### config.mk
export PLATFORM = sky130hd
export DESIGN_NAME = stack_queue_exec
export DESIGN_NICKNAME = d
export VERILOG_FILES = /design/src/hw/stack_queue_pkg.sv /design/src/hw/stack_queue_exec.sv
export VERILOG_INCLUDE_DIRS = /design/src /design/src/hw
export SDC_FILE = /design/constraint.sdc
export NUM_CORES = 2
export LEC_CHECK = 0
export BUFFER_PORTS_ARGS = -buffer_cell sky130_fd_sc_hd__buf_2
export CORE_UTILIZATION = 25
export CTS_BUF_LIST = sky130_fd_sc_hd__clkbuf_2 sky130_fd_sc_hd__clkbuf_4 sky130_fd_sc_hd__clkbuf_8
export CTS_CLUSTER_DIAMETER = 40
export DETAILED_ROUTE_END_ITERATION = 7
export GPL_TIMING_DRIVEN = 1
export PLACE_DENSITY_LB_ADDON = 0.25
export SLEW_MARGIN = 40
export SYNTH_ARGS = -nofsm -noshare
export SYNTH_HDL_FRONTEND = slang
export SYNTH_SLANG_ARGS = --single-unit
### constraint.sdc
create_clock -name aclk -period 12.89 [get_ports aclk]
set_clock_uncertainty 0.1 [all_clocks]
set_input_delay 0.6445 -clock aclk [delete_from_list [all_inputs] [get_ports aclk]]
set_output_delay 0.6445 -clock aclk [all_outputs]
set_load 0.01 [all_outputs]
### src/hw/stack_queue_consts.svh
// offsets, opcodes, field positions and reset values of the stack and queue executor
`ifndef STACK_QUEUE_CONSTS_SVH
`define STACK_QUEUE_CONSTS_SVH
// ----------------------------------------------------------------
// register byte offsets and bank count
// ----------------------------------------------------------------
`define OFS_CTRL      8'h00
`define OFS_OPCODE    8'h04
`define OFS_OPERAND   8'h08
`define OFS_MASK      8'h0c
`define OFS_STATUS    8'h10
`define OFS_RESULT    8'h14
`define OFS_PC        8'h18
`define OFS_PSTAT     8'h1c
`define OFS_TRAP_LVL  8'h20
`define OFS_GPR_BASE  8'h40
`define OFS_BANK_BASE 8'h80
`define BANK_COUNT    5
// ----------------------------------------------------------------
// opcodes
// ----------------------------------------------------------------
`define OP_PUSH_BYTE_ADDR  16'h009f
`define OP_PUSH_WORD_ADDR  16'h003f
`define OP_PUSH_LONG_ADDR  16'h00df
`define OP_PUSH_QUAD_ADDR  16'h007f
`define OP_PUSH_OCTA_ADDR  16'h7ffd
`define OP_PUSH_LONG_VALUE 16'h00dd
`define OP_PUSH_REG_SET    16'h00bb
`define OP_QUEUE_REMOVE    16'h000f
`define OP_REMOVE_HEAD_LK  16'h005e
`define OP_REMOVE_TAIL_LK  16'h005f
`define OP_EXC_RETURN      16'h0002
// ----------------------------------------------------------------
// machine constants
// ----------------------------------------------------------------
`define SP_INDEX       4'he
`define MASK_TOP_BIT   4'he
`define LONG_BYTES     32'h0000_0004
`define BLINK_OFS      32'h0000_0004
`define POP_PAIR_BYTES 32'h0000_0008
`define TRAP_NONE      3'h4
// ----------------------------------------------------------------
// processor status longword fields
// ----------------------------------------------------------------
`define PS_ISTK_BIT    26
`define PS_CUR_HI      25
`define PS_CUR_LO      24
`define PS_PRV_HI      23
`define PS_PRV_LO      22
`define PS_MBZ_MASK    32'h3820_ff00
`define PS_RESET       32'h041f_0000
// ----------------------------------------------------------------
// status bit positions
// ----------------------------------------------------------------
`define ST_BUSY        0
`define ST_DONE        1
`define ST_V           2
`define ST_Z           3
`define ST_MM_FAULT    4
`define ST_BAD_PS      5
`define ST_BAD_OP      6
`define ST_TRAP_DLV    7
`define ST_LOCK_FAIL   8
`endif

### src/hw/stack_queue_pkg.sv
// types shared by the stack and queue executor
package stack_queue_pkg;
  typedef enum logic [3:0] {
    S_IDLE, S_PUSH, S_SCAN, S_LOCK, S_RD_HDR, S_RD_F, S_RD_B,
    S_PRB_B, S_PRB_F, S_WR_B, S_WR_F, S_POP_PC, S_POP_PS, S_RET_CHK
  } exec_state_t;

  typedef struct packed {
    logic        valid;
    logic        write;
    logic        probe;
    logic [31:0] addr;
    logic [31:0] wdata;
  } mem_req_t;

  typedef struct packed {
    logic        ack;
    logic        err;
    logic [31:0] rdata;
  } mem_rsp_t;
endpackage

### src/hw/stack_queue_exec.sv
// stack push, queue removal and exception return executor with axi4-lite registers
`timescale 1ns/1ps
`include "stack_queue_consts.svh"

module stack_queue_exec
  import stack_queue_pkg::*;
(
  // clock and reset
  input  wire logic        aclk,
  input  wire logic        aresetn,
  // axi4-lite write address and data
  input  wire logic [7:0]  s_axi_awaddr,
  input  wire logic        s_axi_awvalid,
  output logic             s_axi_awready,
  input  wire logic [31:0] s_axi_wdata,
  input  wire logic [3:0]  s_axi_wstrb,
  input  wire logic        s_axi_wvalid,
  output logic             s_axi_wready,
  // axi4-lite write response
  output logic [1:0]       s_axi_bresp,
  output logic             s_axi_bvalid,
  input  wire logic        s_axi_bready,
  // axi4-lite read
  input  wire logic [7:0]  s_axi_araddr,
  input  wire logic        s_axi_arvalid,
  output logic             s_axi_arready,
  output logic [31:0]      s_axi_rdata,
  output logic [1:0]       s_axi_rresp,
  output logic             s_axi_rvalid,
  input  wire logic        s_axi_rready,
  // memory port
  output mem_req_t         mem_req,
  input  wire mem_rsp_t    mem_rsp,
  // secondary interlock
  output logic             lock_req,
  input  wire logic        lock_grant,
  input  wire logic        lock_fail,
  // processor side
  output logic             intr_inhibit,
  output logic             prefetch_flush
);
  // ----------------------------------------------------------------
  // state
  // ----------------------------------------------------------------
  exec_state_t st_q;
  mem_req_t    mem_q;
  logic [31:0] gpr_q [16];
  logic [31:0] bank_q [`BANK_COUNT];
  logic [15:0] opcode_q;
  logic [31:0] operand_q;
  logic [15:0] mask_q;
  logic [31:0] status_q;
  logic [31:0] result_q;
  logic [31:0] pc_q;
  logic [31:0] pstat_q;
  logic [2:0]  trap_lvl_q;
  logic [31:0] tmp_q;
  logic [31:0] tmp_pc_q;
  logic [31:0] ent_q;
  logic [31:0] hdr_q;
  logic [31:0] flink_q;
  logic [31:0] blink_q;
  logic [3:0]  idx_q;
  logic        is_rset_q;
  logic        is_tail_q;
  logic        is_locked_q;
  logic        lock_req_q;
  logic        inhibit_q;
  logic        flush_q;
  // axi
  logic [7:0]  awaddr_q;
  logic [31:0] wdata_q;
  logic [3:0]  wstrb_q;
  logic        aw_have_q;
  logic        w_have_q;
  logic        bvalid_q;
  logic [1:0]  bresp_q;
  logic        rvalid_q;
  logic [31:0] rdata_q;
  logic [1:0]  rresp_q;

  logic        wr_fire;
  logic        wr_ok;
  logic [31:0] wr_val;
  logic        start;
  logic [31:0] sp;
  logic [31:0] rd_val;
  logic        rd_ok;
  logic [2:0]  old_idx;
  logic [2:0]  new_idx;
  logic        pstat_good;

  assign sp      = gpr_q[`SP_INDEX];
  assign wr_fire = aw_have_q && w_have_q && !bvalid_q;
  assign start   = wr_fire && awaddr_q == `OFS_CTRL && wr_val[0] && st_q == S_IDLE;

  // byte-lane merge against the current register value
  always_comb
  begin
    wr_val = rd_val;
    for (int b = 0; b < 4; b++)
      if (wstrb_q[b])
        wr_val[8*b +: 8] = wdata_q[8*b +: 8];
  end

  // ----------------------------------------------------------------
  // register read mux, also serves the write merge
  // ----------------------------------------------------------------
  always_comb
  begin
    logic [7:0] a;
    a      = wr_fire ? awaddr_q : s_axi_araddr;
    rd_val = 32'h0000_0000;
    rd_ok  = 1'b1;
    if (a >= `OFS_GPR_BASE && a < `OFS_BANK_BASE)
      rd_val = gpr_q[a[5:2]];
    else if (a >= `OFS_BANK_BASE && a[6:2] < 5'(`BANK_COUNT) && a[7])
      rd_val = bank_q[a[4:2]];
    else
      case (a)
        `OFS_CTRL:      rd_val = 32'h0000_0000;
        `OFS_OPCODE:    rd_val = {16'h0000, opcode_q};
        `OFS_OPERAND:   rd_val = operand_q;
        `OFS_MASK:      rd_val = {16'h0000, mask_q};
        `OFS_STATUS:    rd_val = status_q;
        `OFS_RESULT:    rd_val = result_q;
        `OFS_PC:        rd_val = pc_q;
        `OFS_PSTAT:     rd_val = pstat_q;
        `OFS_TRAP_LVL:  rd_val = {29'h0000_0000, trap_lvl_q};
        default:        rd_ok  = 1'b0;
      endcase
  end

  // ----------------------------------------------------------------
  // axi4-lite channels
  // ----------------------------------------------------------------
  always_ff @(posedge aclk)
  begin
    if (!aresetn)
    begin
      aw_have_q <= 1'b0;
      w_have_q  <= 1'b0;
      awaddr_q  <= 8'h00;
      wdata_q   <= 32'h0000_0000;
      wstrb_q   <= 4'h0;
      bvalid_q  <= 1'b0;
      bresp_q   <= 2'h0;
    end
    else
    begin
      if (s_axi_awvalid && !aw_have_q)
      begin
        aw_have_q <= 1'b1;
        awaddr_q  <= s_axi_awaddr;
      end
      if (s_axi_wvalid && !w_have_q)
      begin
        w_have_q <= 1'b1;
        wdata_q  <= s_axi_wdata;
        wstrb_q  <= s_axi_wstrb;
      end
      if (wr_fire)
      begin
        aw_have_q <= 1'b0;
        w_have_q  <= 1'b0;
        bvalid_q  <= 1'b1;
        bresp_q   <= wr_ok ? 2'h0 : 2'h2;
      end
      else if (bvalid_q && s_axi_bready)
        bvalid_q <= 1'b0;
    end
  end

  // reads wait while a write is being committed, so the mux serves one at a time
  always_ff @(posedge aclk)
  begin
    if (!aresetn)
    begin
      rvalid_q <= 1'b0;
      rdata_q  <= 32'h0000_0000;
      rresp_q  <= 2'h0;
    end
    else if (rvalid_q)
    begin
      if (s_axi_rready)
        rvalid_q <= 1'b0;
    end
    else if (s_axi_arvalid && !wr_fire)
    begin
      rvalid_q <= 1'b1;
      rdata_q  <= rd_val;
      rresp_q  <= rd_ok ? 2'h0 : 2'h2;
    end
  end

  assign wr_ok = rd_ok && awaddr_q != `OFS_STATUS;

  // ----------------------------------------------------------------
  // execution engine and software-visible state
  // ----------------------------------------------------------------
  task automatic issue(input logic w, input logic p, input logic [31:0] ad, input logic [31:0] d);
    mem_q.valid <= 1'b1;
    mem_q.write <= w;
    mem_q.probe <= p;
    mem_q.addr  <= ad;
    mem_q.wdata <= d;
  endtask

  // new status is accepted only if it does not raise privilege and is self-consistent
  always_comb
  begin
    old_idx    = pstat_q[`PS_ISTK_BIT] ? 3'h4 : {1'b0, pstat_q[`PS_CUR_HI:`PS_CUR_LO]};
    new_idx    = tmp_q[`PS_ISTK_BIT] ? 3'h4 : {1'b0, tmp_q[`PS_CUR_HI:`PS_CUR_LO]};
    pstat_good = (tmp_q & `PS_MBZ_MASK) == 32'h0000_0000
              && tmp_q[`PS_CUR_HI:`PS_CUR_LO] >= pstat_q[`PS_CUR_HI:`PS_CUR_LO]
              && tmp_q[`PS_PRV_HI:`PS_PRV_LO] >= tmp_q[`PS_CUR_HI:`PS_CUR_LO]
              && !(tmp_q[`PS_ISTK_BIT] && tmp_q[`PS_CUR_HI:`PS_CUR_LO] != 2'h0);
  end

  always_ff @(posedge aclk)
  begin
    if (!aresetn)
    begin
      st_q        <= S_IDLE;
      mem_q       <= '0;
      for (int i = 0; i < 16; i++)
        gpr_q[i] <= 32'h0000_0000;
      for (int i = 0; i < `BANK_COUNT; i++)
        bank_q[i] <= 32'h0000_0000;
      opcode_q    <= 16'h0000;
      operand_q   <= 32'h0000_0000;
      mask_q      <= 16'h0000;
      status_q    <= 32'h0000_0000;
      result_q    <= 32'h0000_0000;
      pc_q        <= 32'h0000_0000;
      pstat_q     <= `PS_RESET;
      trap_lvl_q  <= `TRAP_NONE;
      tmp_q       <= 32'h0000_0000;
      tmp_pc_q    <= 32'h0000_0000;
      ent_q       <= 32'h0000_0000;
      hdr_q       <= 32'h0000_0000;
      flink_q     <= 32'h0000_0000;
      blink_q     <= 32'h0000_0000;
      idx_q       <= 4'h0;
      is_rset_q   <= 1'b0;
      is_tail_q   <= 1'b0;
      is_locked_q <= 1'b0;
      lock_req_q  <= 1'b0;
      inhibit_q   <= 1'b0;
      flush_q     <= 1'b0;
    end
    else
    begin
      flush_q <= 1'b0;
      // software writes land only while the engine is idle
      if (wr_fire && wr_ok && st_q == S_IDLE)
      begin
        if (awaddr_q >= `OFS_GPR_BASE && awaddr_q < `OFS_BANK_BASE)
          gpr_q[awaddr_q[5:2]] <= wr_val;
        else if (awaddr_q[7])
          bank_q[awaddr_q[4:2]] <= wr_val;
        else
          case (awaddr_q)
            `OFS_OPCODE:    opcode_q    <= wr_val[15:0];
            `OFS_OPERAND:   operand_q   <= wr_val;
            `OFS_MASK:      mask_q      <= wr_val[15:0];
            `OFS_RESULT:    result_q    <= wr_val;
            `OFS_PC:        pc_q        <= wr_val;
            `OFS_PSTAT:     pstat_q     <= wr_val;
            `OFS_TRAP_LVL:  trap_lvl_q  <= wr_val[2:0];
            default:        ;
          endcase
      end
      // a memory fault ends any sequence; validation runs first, so links stay intact
      if (mem_q.valid && mem_rsp.ack && mem_rsp.err)
      begin
        mem_q.valid           <= 1'b0;
        status_q[`ST_MM_FAULT] <= 1'b1;
        status_q[`ST_BUSY]    <= 1'b0;
        status_q[`ST_DONE]    <= 1'b1;
        lock_req_q            <= 1'b0;
        inhibit_q             <= 1'b0;
        st_q                  <= S_IDLE;
      end
      else
        case (st_q)
          S_IDLE:
          if (start)
          begin
            status_q           <= 32'h0000_0000;
            status_q[`ST_BUSY] <= 1'b1;
            is_rset_q          <= 1'b0;
            is_locked_q        <= 1'b0;
            is_tail_q          <= opcode_q == `OP_REMOVE_TAIL_LK;
            case (opcode_q)
              `OP_PUSH_BYTE_ADDR, `OP_PUSH_WORD_ADDR, `OP_PUSH_LONG_ADDR,
              `OP_PUSH_QUAD_ADDR, `OP_PUSH_OCTA_ADDR, `OP_PUSH_LONG_VALUE:
              begin
                tmp_q <= operand_q;
                st_q  <= S_PUSH;
              end
              `OP_PUSH_REG_SET:
              begin
                is_rset_q  <= 1'b1;
                idx_q      <= `MASK_TOP_BIT;
                st_q       <= S_SCAN;
              end
              `OP_QUEUE_REMOVE:
              begin
                ent_q <= operand_q;
                st_q  <= S_RD_F;
              end
              `OP_REMOVE_HEAD_LK, `OP_REMOVE_TAIL_LK:
              begin
                hdr_q       <= operand_q;
                is_locked_q <= 1'b1;
                lock_req_q  <= 1'b1;
                st_q        <= S_LOCK;
              end
              `OP_EXC_RETURN:
                st_q <= S_POP_PC;
              default:
              begin
                status_q[`ST_BAD_OP] <= 1'b1;
                status_q[`ST_BUSY]   <= 1'b0;
                status_q[`ST_DONE]   <= 1'b1;
              end
            endcase
          end
          S_PUSH:
          if (!mem_q.valid)
            issue(1'b1, 1'b0, sp - `LONG_BYTES, tmp_q);
          else if (mem_rsp.ack)
          begin
            mem_q.valid       <= 1'b0;
            gpr_q[`SP_INDEX]  <= sp - `LONG_BYTES;
            if (is_rset_q && idx_q != 4'h0)
            begin
              idx_q <= idx_q - 4'h1;
              st_q  <= S_SCAN;
            end
            else
            begin
              status_q[`ST_BUSY] <= 1'b0;
              status_q[`ST_DONE] <= 1'b1;
              st_q               <= S_IDLE;
            end
          end
          S_SCAN:
          if (mask_q[idx_q])
          begin
            // the stack pointer value pushed is the one current at that moment
            tmp_q <= idx_q == `SP_INDEX ? sp : gpr_q[idx_q];
            st_q  <= S_PUSH;
          end
          else if (idx_q == 4'h0)
          begin
            status_q[`ST_BUSY] <= 1'b0;
            status_q[`ST_DONE] <= 1'b1;
            st_q               <= S_IDLE;
          end
          else
            idx_q <= idx_q - 4'h1;
          S_LOCK:
          if (lock_fail)
          begin
            lock_req_q             <= 1'b0;
            status_q[`ST_V]        <= 1'b1;
            status_q[`ST_Z]        <= 1'b0;
            status_q[`ST_LOCK_FAIL] <= 1'b1;
            status_q[`ST_BUSY]     <= 1'b0;
            status_q[`ST_DONE]     <= 1'b1;
            st_q                   <= S_IDLE;
          end
          else if (lock_grant)
            st_q <= S_RD_HDR;
          S_RD_HDR:
          if (!mem_q.valid)
            issue(1'b0, 1'b0, is_tail_q ? hdr_q + `BLINK_OFS : hdr_q, 32'h0000_0000);
          else if (mem_rsp.ack)
          begin
            mem_q.valid <= 1'b0;
            ent_q       <= mem_rsp.rdata;
            if (mem_rsp.rdata == hdr_q)
            begin
              lock_req_q         <= 1'b0;
              status_q[`ST_V]    <= 1'b1;
              status_q[`ST_Z]    <= 1'b1;
              status_q[`ST_BUSY] <= 1'b0;
              status_q[`ST_DONE] <= 1'b1;
              st_q               <= S_IDLE;
            end
            else
              st_q <= S_RD_F;
          end
          S_RD_F:
          if (!mem_q.valid)
            issue(1'b0, 1'b0, ent_q, 32'h0000_0000);
          else if (mem_rsp.ack)
          begin
            mem_q.valid <= 1'b0;
            flink_q     <= mem_rsp.rdata;
            // a self-linked entry is an empty header: nothing to take
            if (!is_locked_q && mem_rsp.rdata == ent_q)
            begin
              status_q[`ST_V]    <= 1'b1;
              status_q[`ST_Z]    <= 1'b1;
              status_q[`ST_BUSY] <= 1'b0;
              status_q[`ST_DONE] <= 1'b1;
              st_q               <= S_IDLE;
            end
            else
              st_q <= S_RD_B;
          end
          S_RD_B:
          if (!mem_q.valid)
            issue(1'b0, 1'b0, ent_q + `BLINK_OFS, 32'h0000_0000);
          else if (mem_rsp.ack)
          begin
            mem_q.valid <= 1'b0;
            blink_q     <= mem_rsp.rdata;
            st_q        <= S_PRB_B;
          end
          S_PRB_B:
          if (!mem_q.valid)
            issue(1'b1, 1'b1, blink_q, 32'h0000_0000);
          else if (mem_rsp.ack)
          begin
            mem_q.valid <= 1'b0;
            st_q        <= S_PRB_F;
          end
          S_PRB_F:
          if (!mem_q.valid)
            issue(1'b1, 1'b1, flink_q + `BLINK_OFS, 32'h0000_0000);
          else if (mem_rsp.ack)
          begin
            mem_q.valid <= 1'b0;
            inhibit_q   <= 1'b1;
            st_q        <= S_WR_B;
          end
          S_WR_B:
          if (!mem_q.valid)
            issue(1'b1, 1'b0, blink_q, flink_q);
          else if (mem_rsp.ack)
          begin
            mem_q.valid <= 1'b0;
            st_q        <= S_WR_F;
          end
          S_WR_F:
          if (!mem_q.valid)
            issue(1'b1, 1'b0, flink_q + `BLINK_OFS, blink_q);
          else if (mem_rsp.ack)
          begin
            mem_q.valid        <= 1'b0;
            inhibit_q          <= 1'b0;
            lock_req_q         <= 1'b0;
            result_q           <= ent_q;
            status_q[`ST_V]    <= 1'b0;
            status_q[`ST_Z]    <= flink_q == blink_q;
            status_q[`ST_BUSY] <= 1'b0;
            status_q[`ST_DONE] <= 1'b1;
            st_q               <= S_IDLE;
          end
          S_POP_PC:
          if (!mem_q.valid)
            issue(1'b0, 1'b0, sp, 32'h0000_0000);
          else if (mem_rsp.ack)
          begin
            mem_q.valid <= 1'b0;
            tmp_pc_q    <= mem_rsp.rdata;
            st_q        <= S_POP_PS;
          end
          S_POP_PS:
          if (!mem_q.valid)
            issue(1'b0, 1'b0, sp + `LONG_BYTES, 32'h0000_0000);
          else if (mem_rsp.ack)
          begin
            mem_q.valid <= 1'b0;
            tmp_q       <= mem_rsp.rdata;
            st_q        <= S_RET_CHK;
          end
          S_RET_CHK:
          begin
            status_q[`ST_BUSY] <= 1'b0;
            status_q[`ST_DONE] <= 1'b1;
            st_q               <= S_IDLE;
            if (!pstat_good)
              status_q[`ST_BAD_PS] <= 1'b1;
            else
            begin
              bank_q[old_idx] <= sp + `POP_PAIR_BYTES;
              gpr_q[`SP_INDEX] <= old_idx == new_idx ? sp + `POP_PAIR_BYTES : bank_q[new_idx];
              pstat_q         <= tmp_q;
              pc_q            <= tmp_pc_q;
              flush_q         <= 1'b1;
              status_q[`ST_TRAP_DLV] <= trap_lvl_q != `TRAP_NONE
                && {1'b0, tmp_q[`PS_CUR_HI:`PS_CUR_LO]} >= trap_lvl_q;
            end
          end
          default:
            st_q <= S_IDLE;
        endcase
    end
  end

  // ----------------------------------------------------------------
  // outputs
  // ----------------------------------------------------------------
  assign s_axi_awready  = !aw_have_q;
  assign s_axi_wready   = !w_have_q;
  assign s_axi_bvalid   = bvalid_q;
  assign s_axi_bresp    = bresp_q;
  assign s_axi_arready  = !rvalid_q && !wr_fire;
  assign s_axi_rvalid   = rvalid_q;
  assign s_axi_rdata    = rdata_q;
  assign s_axi_rresp    = rresp_q;
  assign mem_req        = mem_q;
  assign lock_req       = lock_req_q;
  assign intr_inhibit   = inhibit_q;
  assign prefetch_flush = flush_q;
endmodule

* Word-level counts from Yosys, hierarchy flattened
Memory sizes are Yosys's and may differ from the RTL's. A register that Yosys moved wholly into a read port is not among the register bits. Index checks and enable logic that the tools add are counted.
Storage, ports and cells: bits in read-only memories 0, input port bits 95, memories 2, RAM bits 672, logic and storage cells 450, bits in registers 529, bits in latches 0, output and inout bits 111
Memories:
- gpr_q | depth 16, bits a word 32, read ports 3, clocked after Yosys merged registers in 1, write ports 16, line stack_queue_exec.sv:47 | logic [31:0] gpr_q [16];
- bank_q | depth 5, bits a word 32, read ports 2, clocked after Yosys merged registers in 0, write ports 5, line stack_queue_exec.sv:48 | logic [31:0] bank_q [`BANK_COUNT];
Cells by class: bitwise gates (word level) 7, mux-type cells 183, order comparisons 10, $mul 0, div/mod/pow operators 0, equal/unequal tests 110, reductions and logical operators 87, shift operators 0, $add $sub $neg 7
Operator list (count):
- $mux 32 | 39
- $pmux 67 s10 | 1
- $mux 66 | 10
- $pmux 32 s8 | 1
- $mux 4 | 44
- $add 32x3->32 const B | 4
- $eq 32x32->1 | 3
- $pmux 32 s3 | 1
- $reduce_or 32->1 | 3
- $ne 2x2->1 const B | 42
- $eq 16x8->1 const B | 4
- $pmux 32 s2 | 1
- $eq 8x5->1 const B | 7
- $mux 1 | 53
- $pmux 4 s13 | 1
- $ne 3x3->1 const B | 17
- $eq 16x7->1 const B | 3
- $reduce_and 4->1 | 11
- $mux 8 | 5
- $add 32x4->32 const B | 1
- $eq 8x4->1 const B | 4
- $logic_not 32->1 | 1
- $reduce_and 16->1 | 2
- $sub 32x3->32 const B | 1
- 58 further kinds | 145

* Logic depth before layout (Yosys ltp)
depth in word-level cells 17, gate-level depth with buffers 15, gate-level depth less buffers 11

* Worst setup path before layout
Ideal clock, no wire load.
path kind in2reg, start point input s_axi_araddr[3], end point memory bank_q[2][0] (enable), cell stages on the path 11, data arrival time 3.734 ns, path slack 8.667 ns, required time 12.401 ns, setup time 0.389 ns, path buffers 3, cell sequence clkbuf_1 > or4b_2 > nor3_1 > a21o_1 > o311a_1 > clkbuf_1 > nand2_1 > a21oi_1 > nand2_1 > clkbuf_1 > nand2_1
RTL lines:
- from (decl) | line stack_queue_exec.sv:24 | input wire logic [7:0] s_axi_araddr,
- to (decl) | line stack_queue_exec.sv:48

==> metrics.md <==
| Metric | Value |
|---|---|
| Antenna Nets Post-Route | 0 |
| Vias | 63384 |
| Gate Count Post-Synth | 7009 |
| Comb power frac | 10.0% |
| Std-Cell Rows | 191 |
| Vias per std cell | 5.77 |
| Post-CTS Hold Buffers | 79 |
| Synth top area share | 33.6% |
| Die Ht | 525 um |
| Net Sw Frac | 28.1% |
| Hold Vio Cnt, Final | 0 |
| Worst EP arrival | 7090 ps |
| Max FFs per register | 512 |
| Fill cells | 28397 |
| Clock Tree Buf Depth | 4 |
| DRC | 0 |
| Largest net degree at the start of global routing | 123 |
| Detailed router's first-iteration violation count | 9407 |
| Fin. max-slew vios | 0 |
| Nets | 7309 |
| Multi-input logic area | 32800 um^2 |
| Die Width | 525 um |
| Required @ worst endpoint | 13500 ps |
| Max IR drop VDD | 0.0779 mV |
| Post-DP HPWL | 244000 um |
| Number of port buffers | 203 |
| Full die area | 276000 um^2 |
| Initial antenna violation count | 29 |
| Cell accounting for the most synthesized area | edfxtp_1 |
| CTS tree | done |
| Starting density of the core | 25.2% |
| Syn. warnings | 0 |
| Hold Path Class | primary input to register |
| Leading cell type in the layout, fill and taps excluded | nor2_1 |
| Clock Latency Late Sink | 1000 ps |
| Final WL | 359000 um |
| CTS clk-pin slew, worst paths | 60 ps |
| Final WS setup | 6420 ps |
| Clock sinks | 1297 |
| Pleak | 27.3 nW |
| Top reg by flops | gpr_q |
| PwrDens | 129 nW/um^2 |
| Total GRT Usage | 25.0% |
| First-pass GRT wire length | 491000 um |
| Distinct cells, synth | 87 |
| Sequential cell area | 33700 um^2 |
| Place WS | 6440 ps |
| Synth Flop Type | edfxtp_1 |
| Crit path time final | 6470 ps |
| Max cap viols | 0 |
| Register bit total from synthesis | 1297 |
| Total CTS buffers | 273 |
| Psw | 2.92 mW |
| Relative slew margins | 36.0% |
| RSZ-0062 raised after global routing | false |
| Post-cts sizing count | 0 |
| Post-synth ARST share | 0% |
| Worst-Margin Slew | 953 ps |
| EDFF count, synth | 766 |
| CP max FO | 92 |
| Max H-tree Level | 5 |
| Gr ovfl total | 0 |
| Most frequent cells in the layout | nor2_1 (911), nand2_1 (900), edfxtp_1 (766) |
| Setup bufs post-CTS | 0 |
| Vias in the first global route | 59674 |
| Register area share after synthesis | 49.1% |
| DR WL/cell | 32.7 um |
| Status | completed |
| Pre-antenna DRT Iters | 8 |
| Maximum clock frequency | 0.154 GHz |
| Average size of a mapped cell | 9.77 um^2 |
| Top Ports | 206 |
| Seq pwr share | 44.1% |
| Share of post-route cells with drive strength above 1 | 17.6% |
| Crit start category | register |
| GP Congestion | 0.959 |
| Critical path class | register to register |
| CTS root buf | clkbuf_8 |
| Crit. End Element | register |
| Crit share post-route | 50.2% |
| Cell internal pwr | 7.48 mW |
| Worst Hold Slack | 58.2 ps |
| P&R area growth vs syn | 18.0% |
| Placeable Area | 272000 um^2 |
| Finish-stage setup viols | 0 |
| Clock share of power | 46.0% |
| Post-Syn Area | 68500 um^2 |
| Final setup TNS | 0 ps |
| Dominant cells by area after synthesis | edfxtp_1 (34%), dfxtp_1 (16%), mux4_2 (6.5%), nor2_1 (5.1%), nand2_1 (5.0%) |
-- final cells by class --
type                    count  area share [%]
flip-flops and latches   1297            41.6
multi-input cells        5001            40.5
clock buffers             373            5.86
well taps                3570            5.53
repair buffers            530            4.74
clock inverters           106            1.24
inverters                  96           0.455
diodes                      8          0.0248
-- per-stage QoR --
step / cells / instance area (um^2) / power (mW) / utilization [%]
2_1_floorplan: 7104 / 68900 / 5.15 / -
3_3_place_gp: 10400 / 73900 / 5.63 / 27.2
3_5_place_dp: 10413 / 74200 / 5.65 / 27.3
4_1_cts: 10971 / 80800 / 10.4 / 29.7
5_1_grt: 10974 / 80800 / 10.7 / 29.7
6_report: 10981 / 80800 / 10.4 / 29.8
-- layer usage --
| metal | track usage [%] | part of all wire (%) |
|---|---|---|
| met5 | 0 | 0.016 |
| met4 | 11.2 | 4.8 |
| met3 | 7.33 | 12 |
| met2 | 37.2 | 43 |
| met1 | 33.4 | 40 |
-- worst max-delay path: stages, from the launching register on --
cell      delay [ps]
dfxtp_1          370
nand3b_1         180
buf_12           530
a21o_4           730
buf_4            740
buf_4            810
mux2_2           410
a222oi_1         350
or4b_2           650
o221ai_2         460
buf_4            360
a21o_1           270
inv_1            100
-- power by group through the flow --
| stage | combinational [mW] | clock [mW] | sequential, mW |
|---|---|---|---|
| 5_1_grt | 1.06 | 5.01 | 4.59 |
| 3_3_place_gp | 0.965 | 0 | 4.66 |
| 6_report | 1.04 | 4.78 | 4.58 |
| 4_1_cts | 1.00 | 4.82 | 4.58 |
| 2_1_floorplan | 0.514 | 0 | 4.63 |
| 3_5_place_dp | 0.979 | 0 | 4.67 |
-- synthesized netlist by cell type, types with 78 or more instances --
library cell and number:
nor2_1 924, nand2_1 919, edfxtp_1 766, clkbuf_1 593, dfxtp_1 531, a21oi_1 492
o21ai_0 346, mux2i_1 240, mux4_2 199, nand3_1 159, xnor2_1 158, a211oi_1 141
a221oi_1 122, inv_1 92, xor2_1 87, a22oi_1 81, o221ai_1 80, nor3_1 78
-- logic make-up after synthesis --
| logic type | after synthesis | synth area share, % |
|---|---|---|
| compound gates | 1719 | 16.6 |
| xor+xnor | 245 | 3.13 |
| fa+ha+maj | 15 | 0.274 |
| buf+inv | 806 | 4.56 |
| flops | 1297 | 49.1 |
| mux | 494 | 11.0 |
| other cells | 1 | 0.00547 |
| simple gates | 2432 | 15.3 |
-- final timing paths --
kind | from | to | slack [ps] | cells past startpoint
hold / removal | mem_rsp[30] | blink_q[30]$_SDFFE_PN0P_ | 60 | 3
setup / recovery | s_axi_bvalid$_SDFFE_PN0P_ | bank_q[5][13]$_DFFE_PP_ | 6420 | 12
setup reg to reg | s_axi_bvalid$_SDFFE_PN0P_ | bank_q[5][13]$_DFFE_PP_ | 6420 | 12
hold reg to reg | mem_req[39]$_SDFFE_PN0P_ | mem_req[39]$_SDFFE_PN0P_ | 360 | 2
Note: power is estimated with default switching activity, not from simulation.
